<file path="src/ssp_pkg.sv">
// Shared constants and types of the serial shift port.
// Assumes a 40 MHz system clock and a 1 us instruction cycle.
package ssp_pkg;

  // Bus geometry.
  localparam int ADDR_W = 5;
  localparam int DATA_W = 32;

  // Register byte offsets.
  localparam logic [ADDR_W-1:0] OFS_CTRL = 5'h00;
  localparam logic [ADDR_W-1:0] OFS_PSW = 5'h04;
  localparam logic [ADDR_W-1:0] OFS_DATA = 5'h08;
  localparam logic [ADDR_W-1:0] OFS_ISTAT = 5'h0C;
  localparam logic [ADDR_W-1:0] OFS_IMASK = 5'h10;

  // Register indices returned by the address decoder.
  localparam logic [2:0] SEL_CTRL = 3'h0;
  localparam logic [2:0] SEL_PSW = 3'h1;
  localparam logic [2:0] SEL_DATA = 3'h2;
  localparam logic [2:0] SEL_ISTAT = 3'h3;
  localparam logic [2:0] SEL_IMASK = 3'h4;
  localparam logic [2:0] SEL_NONE = 3'h7;

  // Field positions of the main control register.
  localparam int CTRL_RATE_LO = 0;
  localparam int CTRL_RATE_HI = 1;
  localparam int CTRL_PORT_SEL = 2;
  localparam int CTRL_PHASE = 3;
  localparam int CTRL_CLK_OUT = 4;
  localparam int CTRL_DOUT_EN = 5;

  // Field positions of the status word and the interrupt registers.
  localparam int PSW_BUSY = 0;
  localparam int IRQ_DONE = 0;

  // Timing: instruction cycle in clock cycles, and shift clock half periods.
  localparam int TC_NS = 1000;
  localparam int CLK_NS = 25;
  localparam int TC_CYCLES = (TC_NS + CLK_NS - 1) / CLK_NS;
  localparam logic [7:0] HALF_FAST = 8'(TC_CYCLES);
  localparam logic [7:0] HALF_MID = 8'(2 * TC_CYCLES);
  localparam logic [7:0] HALF_SLOW = 8'(4 * TC_CYCLES);
  localparam logic [3:0] LAST_BIT = 4'h7;

  // Bus responses.
  localparam logic [1:0] RESP_OKAY = 2'b00;
  localparam logic [1:0] RESP_SLVERR = 2'b10;

  typedef enum logic [1:0] {
    ST_IDLE = 2'b01,
    ST_SHIFT = 2'b10
  } ssp_fsm_t;

  typedef struct packed {
    ssp_fsm_t state;
    logic [1:0] rateSel;
    logic portSel;
    logic phaseAlt;
    logic clkOut;
    logic doutEn;
    logic [7:0] shiftReg;
    logic inBit;
    logic outBit;
    logic [3:0] bitCnt;
    logic [7:0] divCnt;
    logic sckOut;
    logic sckOe;
    logic sdoOe;
    logic sckPrev;
    logic irqStatus;
    logic irqMask;
    logic irq;
    logic awHave;
    logic [ADDR_W-1:0] awAddr;
    logic wHave;
    logic [7:0] wData;
    logic wStrb0;
    logic awReady;
    logic wReady;
    logic bValid;
    logic [1:0] bResp;
    logic arReady;
    logic rValid;
    logic [DATA_W-1:0] rData;
    logic [1:0] rResp;
  } ssp_regs_t;

  localparam ssp_regs_t REGS_RESET = '{
    state: ST_IDLE,
    awReady: 1'b1,
    wReady: 1'b1,
    arReady: 1'b1,
    default: '0
  };

endpackage : ssp_pkg

</file>
<file path="src/ssp_sync2.sv">
// Two flip-flop synchroniser for levels entering the system clock domain.
// Assumes the inputs are asynchronous pins; only the second stage is read.
`timescale 1ns/100ps
module ssp_sync2 #(
  parameter int WIDTH = 2
) (
  // Clock and reset.
  input wire logic clk_sys,
  input wire logic nrst,
  // Levels.
  input wire logic [WIDTH-1:0] async,
  output logic [WIDTH-1:0] synced
);

  logic [WIDTH-1:0] stage1;

  always_ff @(posedge clk_sys) begin
    if (!nrst) begin
      stage1 <= '0;
      synced <= '0;
    end else begin
      stage1 <= async;
      synced <= stage1;
    end
  end

endmodule : ssp_sync2

</file>
<file path="src/ssp_shift_port.sv">
// Eight-bit synchronous serial shift port with an AXI4-Lite register slave.
// Assumes pins arrive asynchronously and the pad logic resolves enables.
`timescale 1ns/100ps
module ssp_shift_port (
  // Clock and reset.
  input wire logic clk_sys,
  input wire logic nrst,
  // AXI4-Lite write address.
  input wire logic [ssp_pkg::ADDR_W-1:0] s_axi_awaddr,
  input wire logic s_axi_awvalid,
  output logic s_axi_awready,
  // AXI4-Lite write data.
  input wire logic [ssp_pkg::DATA_W-1:0] s_axi_wdata,
  input wire logic [3:0] s_axi_wstrb,
  input wire logic s_axi_wvalid,
  output logic s_axi_wready,
  // AXI4-Lite write response.
  output logic [1:0] s_axi_bresp,
  output logic s_axi_bvalid,
  input wire logic s_axi_bready,
  // AXI4-Lite read address.
  input wire logic [ssp_pkg::ADDR_W-1:0] s_axi_araddr,
  input wire logic s_axi_arvalid,
  output logic s_axi_arready,
  // AXI4-Lite read data.
  output logic [ssp_pkg::DATA_W-1:0] s_axi_rdata,
  output logic [1:0] s_axi_rresp,
  output logic s_axi_rvalid,
  input wire logic s_axi_rready,
  // Serial pins.
  input wire logic serialDataIn,
  output logic serialDataOut,
  output logic serialDataOutOe,
  input wire logic shiftClockIn,
  output logic shiftClockOut,
  output logic shiftClockOe,
  // Interrupt.
  output logic irq
);

  ssp_pkg::ssp_regs_t r;
  ssp_pkg::ssp_regs_t n;
  logic [1:0] pinSync;
  logic sdiSync;
  logic sckSync;

  // Both pins pass two flip-flops before any logic reads them.
  ssp_sync2 #(
    .WIDTH(2)
  ) u_sync (
    .clk_sys(clk_sys),
    .nrst(nrst),
    .async({shiftClockIn, serialDataIn}),
    .synced(pinSync)
  );

  assign sdiSync = pinSync[0];
  assign sckSync = pinSync[1];

  // Maps a byte address to a register index, or to none when unmapped.
  function automatic logic [2:0] regSel(input logic [ssp_pkg::ADDR_W-1:0] addr);
    logic [2:0] sel;
    sel = ssp_pkg::SEL_NONE;
    case (addr)
      ssp_pkg::OFS_CTRL: sel = ssp_pkg::SEL_CTRL;
      ssp_pkg::OFS_PSW: sel = ssp_pkg::SEL_PSW;
      ssp_pkg::OFS_DATA: sel = ssp_pkg::SEL_DATA;
      ssp_pkg::OFS_ISTAT: sel = ssp_pkg::SEL_ISTAT;
      ssp_pkg::OFS_IMASK: sel = ssp_pkg::SEL_IMASK;
      default: sel = ssp_pkg::SEL_NONE;
    endcase
    return sel;
  endfunction : regSel

  // Gives the shift clock half period in system clocks for a rate setting.
  function automatic logic [7:0] halfCycles(input logic [1:0] rate);
    logic [7:0] half;
    half = ssp_pkg::HALF_FAST;
    if (rate[1]) begin
      half = ssp_pkg::HALF_SLOW;
    end else if (rate[0]) begin
      half = ssp_pkg::HALF_MID;
    end
    return half;
  endfunction : halfCycles

  always_comb begin
    logic busy;
    logic riseEv;
    logic fallEv;
    logic doneEv;
    logic doWrite;
    logic [2:0] rsel;
    logic [2:0] wsel;
    busy = 1'b0;
    riseEv = 1'b0;
    fallEv = 1'b0;
    doneEv = 1'b0;
    doWrite = 1'b0;
    rsel = ssp_pkg::SEL_NONE;
    wsel = ssp_pkg::SEL_NONE;
    // Every field keeps its value unless a branch below changes it.
    n = r;
    n.sckPrev = sckSync;
    busy = (r.state == ssp_pkg::ST_SHIFT);

    // Read channel: one read at a time, answered one cycle after the address.
    if (s_axi_arvalid && r.arReady) begin
      rsel = regSel(s_axi_araddr);
      n.rValid = 1'b1;
      n.rResp = ssp_pkg::RESP_OKAY;
      n.rData = '0;
      case (rsel)
        ssp_pkg::SEL_CTRL: begin
          n.rData[ssp_pkg::CTRL_RATE_HI:ssp_pkg::CTRL_RATE_LO] = r.rateSel;
          n.rData[ssp_pkg::CTRL_PORT_SEL] = r.portSel;
          n.rData[ssp_pkg::CTRL_PHASE] = r.phaseAlt;
          n.rData[ssp_pkg::CTRL_CLK_OUT] = r.clkOut;
          n.rData[ssp_pkg::CTRL_DOUT_EN] = r.doutEn;
        end
        ssp_pkg::SEL_PSW: n.rData[ssp_pkg::PSW_BUSY] = busy;
        ssp_pkg::SEL_DATA: n.rData[7:0] = r.shiftReg;
        ssp_pkg::SEL_ISTAT: begin
          n.rData[ssp_pkg::IRQ_DONE] = r.irqStatus;
          n.irqStatus = 1'b0;
        end
        ssp_pkg::SEL_IMASK: n.rData[ssp_pkg::IRQ_DONE] = r.irqMask;
        default: n.rResp = ssp_pkg::RESP_SLVERR;
      endcase
    end else if (r.rValid && s_axi_rready) begin
      n.rValid = 1'b0;
    end

    // Write address and data are taken independently, in either order.
    if (s_axi_awvalid && r.awReady) begin
      n.awHave = 1'b1;
      n.awAddr = s_axi_awaddr;
    end
    if (s_axi_wvalid && r.wReady) begin
      n.wHave = 1'b1;
      n.wData = s_axi_wdata[7:0];
      n.wStrb0 = s_axi_wstrb[0];
    end
    if (r.bValid && s_axi_bready) begin
      n.bValid = 1'b0;
    end
    if (r.awHave && r.wHave && !r.bValid) begin
      doWrite = 1'b1;
      wsel = regSel(r.awAddr);
      n.awHave = 1'b0;
      n.wHave = 1'b0;
      n.bValid = 1'b1;
      n.bResp = (wsel == ssp_pkg::SEL_NONE) ? ssp_pkg::RESP_SLVERR : ssp_pkg::RESP_OKAY;
    end

    // Shift clock edges: own divider as master, synchronised pin as slave.
    if (busy && r.portSel) begin
      if (r.clkOut) begin
        if (r.divCnt >= halfCycles(r.rateSel) - 8'h01) begin
          n.divCnt = '0;
          n.sckOut = !r.sckOut;
          riseEv = !r.sckOut;
          fallEv = r.sckOut;
        end else begin
          n.divCnt = r.divCnt + 8'h01;
        end
      end else begin
        riseEv = sckSync && !r.sckPrev;
        fallEv = !sckSync && r.sckPrev;
      end
    end

    // Normal phase samples on the rising edge; alternate phase updates the output there.
    if (riseEv) begin
      if (r.phaseAlt) begin
        n.outBit = r.shiftReg[7];
      end else begin
        n.inBit = sdiSync;
      end
    end

    // The register shifts on every falling edge, most significant bit out first.
    if (fallEv) begin
      n.shiftReg = {r.shiftReg[6:0], r.phaseAlt ? sdiSync : r.inBit};
      n.bitCnt = r.bitCnt + 4'h1;
      if (r.bitCnt == ssp_pkg::LAST_BIT) begin
        n.state = ssp_pkg::ST_IDLE;
        n.bitCnt = '0;
        doneEv = 1'b1;
      end
    end

    // Register writes.
    if (doWrite && s_axi_wstrb_ok(r.wStrb0)) begin
      case (wsel)
        ssp_pkg::SEL_CTRL: begin
          n.rateSel = r.wData[ssp_pkg::CTRL_RATE_HI:ssp_pkg::CTRL_RATE_LO];
          n.portSel = r.wData[ssp_pkg::CTRL_PORT_SEL];
          n.phaseAlt = r.wData[ssp_pkg::CTRL_PHASE];
          n.clkOut = r.wData[ssp_pkg::CTRL_CLK_OUT];
          n.doutEn = r.wData[ssp_pkg::CTRL_DOUT_EN];
        end
        ssp_pkg::SEL_PSW: begin
          if (r.wData[ssp_pkg::PSW_BUSY]) begin
            if (!busy && r.portSel) begin
              n.state = ssp_pkg::ST_SHIFT;
              n.bitCnt = '0;
              n.divCnt = '0;
            end
          end else if (busy) begin
            n.state = ssp_pkg::ST_IDLE;
            n.bitCnt = '0;
            n.divCnt = '0;
          end
        end
        ssp_pkg::SEL_DATA: n.shiftReg = r.wData;
        ssp_pkg::SEL_ISTAT: n.irqStatus = n.irqStatus;
        ssp_pkg::SEL_IMASK: n.irqMask = r.wData[ssp_pkg::IRQ_DONE];
        default: n.state = n.state;
      endcase
    end

    // A completion sets the sticky flag even in the cycle of a clearing read.
    if (doneEv) begin
      n.irqStatus = 1'b1;
    end

    // Deselecting the port aborts a running shift.
    if (!n.portSel) begin
      n.state = ssp_pkg::ST_IDLE;
    end

    // Clock rests low outside a shift and is driven only as master.
    if (n.state != ssp_pkg::ST_SHIFT || !n.clkOut) begin
      n.sckOut = 1'b0;
      n.divCnt = '0;
    end
    if (!n.phaseAlt || n.state != ssp_pkg::ST_SHIFT) begin
      n.outBit = n.shiftReg[7];
    end
    // The alternate phase holds its last bit through the final falling edge.
    if (r.phaseAlt && doneEv) begin
      n.outBit = r.outBit;
    end
    // Pin enables and ready signals follow the next state.
    n.sckOe = n.portSel && n.clkOut;
    n.sdoOe = n.portSel && n.doutEn;
    n.irq = n.irqStatus && n.irqMask;
    n.awReady = !n.awHave;
    n.wReady = !n.wHave;
    n.arReady = !n.rValid;
  end

  // Byte lane 0 carries every register field.
  function automatic logic s_axi_wstrb_ok(input logic strb0);
    return strb0;
  endfunction : s_axi_wstrb_ok

  // All state moves at once, so every output comes straight from a flip-flop.
  always_ff @(posedge clk_sys) begin
    if (!nrst) begin
      r <= ssp_pkg::REGS_RESET;
    end else begin
      r <= n;
    end
  end

  // Outputs are fields of the registered state.
  assign s_axi_awready = r.awReady;
  assign s_axi_wready = r.wReady;
  assign s_axi_bvalid = r.bValid;
  assign s_axi_bresp = r.bResp;
  assign s_axi_arready = r.arReady;
  assign s_axi_rvalid = r.rValid;
  assign s_axi_rdata = r.rData;
  assign s_axi_rresp = r.rResp;
  assign serialDataOut = r.outBit;
  assign serialDataOutOe = r.sdoOe;
  assign shiftClockOut = r.sckOut;
  assign shiftClockOe = r.sckOe;
  assign irq = r.irq;

endmodule : ssp_shift_port

</file>
<file path="config.mk">
export PLATFORM = sky130hd
export DESIGN_NAME = ssp_shift_port
export DESIGN_NICKNAME = d
export VERILOG_FILES = /design/src/ssp_pkg.sv /design/src/ssp_sync2.sv /design/src/ssp_shift_port.sv
export SDC_FILE = /design/constraint.sdc
export NUM_CORES = 1
export LEC_CHECK = 0
export BUFFER_PORTS_ARGS = -buffer_cell sky130_fd_sc_hd__buf_2
export CORE_ASPECT_RATIO = 0.9
export CORE_MARGIN = 4
export CORE_UTILIZATION = 47
export DETAILED_ROUTE_END_ITERATION = 12
export HOLD_SLACK_MARGIN = 0.08
export PLACE_DENSITY = 0.85
export SETUP_SLACK_MARGIN = 0.3
export SYNTH_ARGS = -nofsm -noshare
export SYNTH_HDL_FRONTEND = slang
export SYNTH_SLANG_ARGS = --single-unit
</file>
<file path="constraint.sdc">
create_clock -name clk_sys -period 2.7 [get_ports clk_sys]
set_input_delay 0 -clock clk_sys [delete_from_list [all_inputs] [get_ports clk_sys]]
set_output_delay 0 -clock clk_sys [all_outputs]
set_load 0.005 [all_outputs]
</file>
==> summary.txt <==
Post-synth design cell area = 3570 µm²
Hold Worst Slack = 0.112 ns
Gpl congestion = 0.980
Count leader, synth = dfxtp_1
Htree depth = 3
Predominant post-synthesis flop cell = dfxtp_1
# rows = 29
Pins Over Slew Limit = 0
Max Cap Violations = 0
Top cells by area, synth = dfxtp_1 (40%), buf_4 (7.6%), nand2_1 (6.3%)
Clk buf depth = 2
CP Capture Type = flip-flop
Crit path from = r[91]$_SDFFE_PN0P_
Vias in the first global route = 3,078
Warnings, synthesis = 0
Max Fclk = 395 MHz
TritonCTS buffer count = 9
Final WL = 9200 µm
# diodes = 0
Area grow syn2layout = 27.6%
P_int = 1630 µW
Psw = 528 µW
Initial antenna violation count = 0
Worst reg2reg path startpoint = r[91]$_SDFFE_PN0P_
CTS Root Buffer Type = clkbuf_8
Reg clk slew, reported paths = 0.08 ns
Setup TNS = 0 ns
Net Sw Frac = 24.5%
Hold Violations, Final = 0
Top-Level Pins = 101
P_leak = 0.00191 µW
Register bit total from synthesis = 72
Top cell type's share of synthesized area = 40.4%
Clock tree skew after final layout = 0.0106 ns
Wire per inst = 15.2 µm
Max IR drop VDD = 0.373 mV
CP max stage delay = 0.43 ns
P per Cell Area = 474 nW/µm²
Initial Util = 49.4%
CP Cell Sequence = or2_4, ha_4, ha_4, nand4_1, a21o_1, buf_6, buf_6, a31o_4, or4_4, a21oi_2
Clock power share = 39.4%
I/O Buffers = 47
Detail Placement HPWL = 5810 µm
Delay-heaviest family, CP = simple AND/OR/NAND/NOR gates
Routed vias/inst = 5.49
Total number of vias = 3,335
Startpoint Class = flip-flop
Hold/Removal Path Class = input port to flip-flop
Die height = 90.7 µm
Top post-synthesis cells by count = dfxtp_1 (72), nand2_1 (60), buf_4 (36)
Die area = 9050 µm²
Mapped Cells = 429
Largest net degree at the start of global routing = 43
Initial DRT Pass Iterations = 5
Dominant cell type by area after synthesis = dfxtp_1
Critical path class = flip-flop to flip-flop
Layout cells sized above 1 = 23.5%
Slowest stage cell, crit path = or4_4
CTS tree = done
CP max FO = 4
Worst path arrival time = 2.82 ns
Die Wd = 99.8 µm
Post-synth EDFFs = 0
Status = finished, final reports clean
Ys async rst share = 0%
First-pass GRT wire length = 14,400 µm
Clock latency on the worst-skew pair = 0.35 ns
Reg power frac = 52.0%
Comb pwr share = 8.6%
Grt total ovfl = 0
Final #Nets = 573
Count of different cell masters after synthesis = 55
RSZ-0062 raised after global routing = yes
Hold Path Origin = s_axi_awvalid
Core ar. = 7220 µm²
Data required, critical path = 2.99 ns
Tcrit/Tclk final = 93.9%
Mean area per synthesized cell = 8.32 µm²
Max-slew headroom = 48.3%
DR DRC count = 0
Worst-Margin Slew = 0.768 ns
Worst Path Buf+Inv = 2
Gr usage total = 19.5%
Sequential-to-total area share from yosys stat = 40.4%
Post-route ant nets = 0
Clk sinks = 72
Setup violations, final = 0
Tmin final = 2.53 ns
DRT iter0 DRCs = 265
[cells in the final DEF (no fill, tap or decap), types with 4 or more instances in the layout]
cell,instances
dfxtp_1,70
nand2_1,59
buf_2,47
nor2_1,34
a21oi_1,31
dlygate4sd3_1,29
conb_1,26
nor3_1,17
buf_4,14
nand3_1,13
inv_1,11
and2_1,11
mux2i_1,11
a311oi_1,10
clkbuf_8,10
nand2b_1,9
o21ai_0,8
nor4_1,6
ha_1,6
a311oi_2,5
and3_1,5
a221oi_1,5
buf_6,5
a21oi_2,4
nor2b_1,4
[worst paths after layout]
check	endpoint	slack, ns	depth (start not counted)
setup / recovery	r[75]$_SDFF_PN0_	0.17	10
hold / removal	r[54]$_SDFFE_PN0P_	0.11	4
setup reg to reg	r[75]$_SDFF_PN0_	0.17	10
hold reg to reg	u_sync.synced[1]$_SDFF_PN0_	0.44	1
[cell type report]
cell class | instances | area, µm²
clock buffer | 10 | 138
clock inverter | 5 | 56.3
fill | 582 | 2670
inverter | 12 | 45.0
multi-input combinational | 318 | 2030
sequential | 72 | 1450
tap | 93 | 116
timing repair buffer | 97 | 727
[layer usage]
layer / wire (µm) / GRT usage [%] / vias to the layer above
met5: 0 / 0 / -
met4: 197 / 7.28 / 0
met3: 820 / 4.79 / 24
met2: 4460 / 30.7 / 159
met1: 3720 / 25.6 / 1534
li1: - / - / 1618
[sequential cells by signal, indices dropped and copies added, names as in the netlist, 2 cells and up]
| register | cells |
|---|---|
| s_axi_rdata | 8 |
| r | 48 |
| u_sync.stage1 | 2 |
| u_sync.synced | 2 |
[kinds of logic after synthesis]
group                      Yosys count  synth area share (%)
AOI/OAI and AO/OA                   87                  16.1
xor gates and xnor gates             2                 0.491
adders and majority gates            8                  2.81
buffers and inverters               64                  10.6
DFF                                 72                  40.4
muxes                               14                  4.35
other                                1                 0.105
and+or+nand+nor                    181                  25.2
[stage by stage]
step	std cells	worst slack (ns)	instance area [µm²]	utilization, %	total power, µW
global placement	549	0.206	3760	52.1	1280
CTS	600	0.278	4370	60.5	2160
finish	607	0.166	4550	63.1	2160
detailed placement	549	0.116	3760	52.1	1290
floorplan	454	0.325	3690	-	1270
global route	607	0.0871	4550	63.1	2250
[power groups by stage]
stage,Clock (µW),Sequential [µW],Combinational (µW)
2_1_floorplan,0,1140,129
3_3_place_gp,0,1140,141
3_5_place_dp,0,1150,145
4_1_cts,860,1120,180
5_1_grt,910,1130,211
6_report,850,1120,186
[worst register-to-register path, stage by stage (launching register included)]
cell and delay (ns):
dfxtp_2 0.34, or2_4 0.25, ha_4 0.24, ha_4 0.27, nand4_1 0.07, a21o_1 0.24, buf_6 0.13, buf_6 0.12
a31o_4 0.26, or4_4 0.43, a21oi_2 0.12
[repair_timing]
action	in CTS	in global routing
setup buffers	6	6
endpoints found under the hold margin	28	0
pin swaps	7	20
endpoints found under the setup margin	19	22
resized for setup	15	26
hold buffers	29	0
cloned	1	1
(Power assumes the default switching activity.)
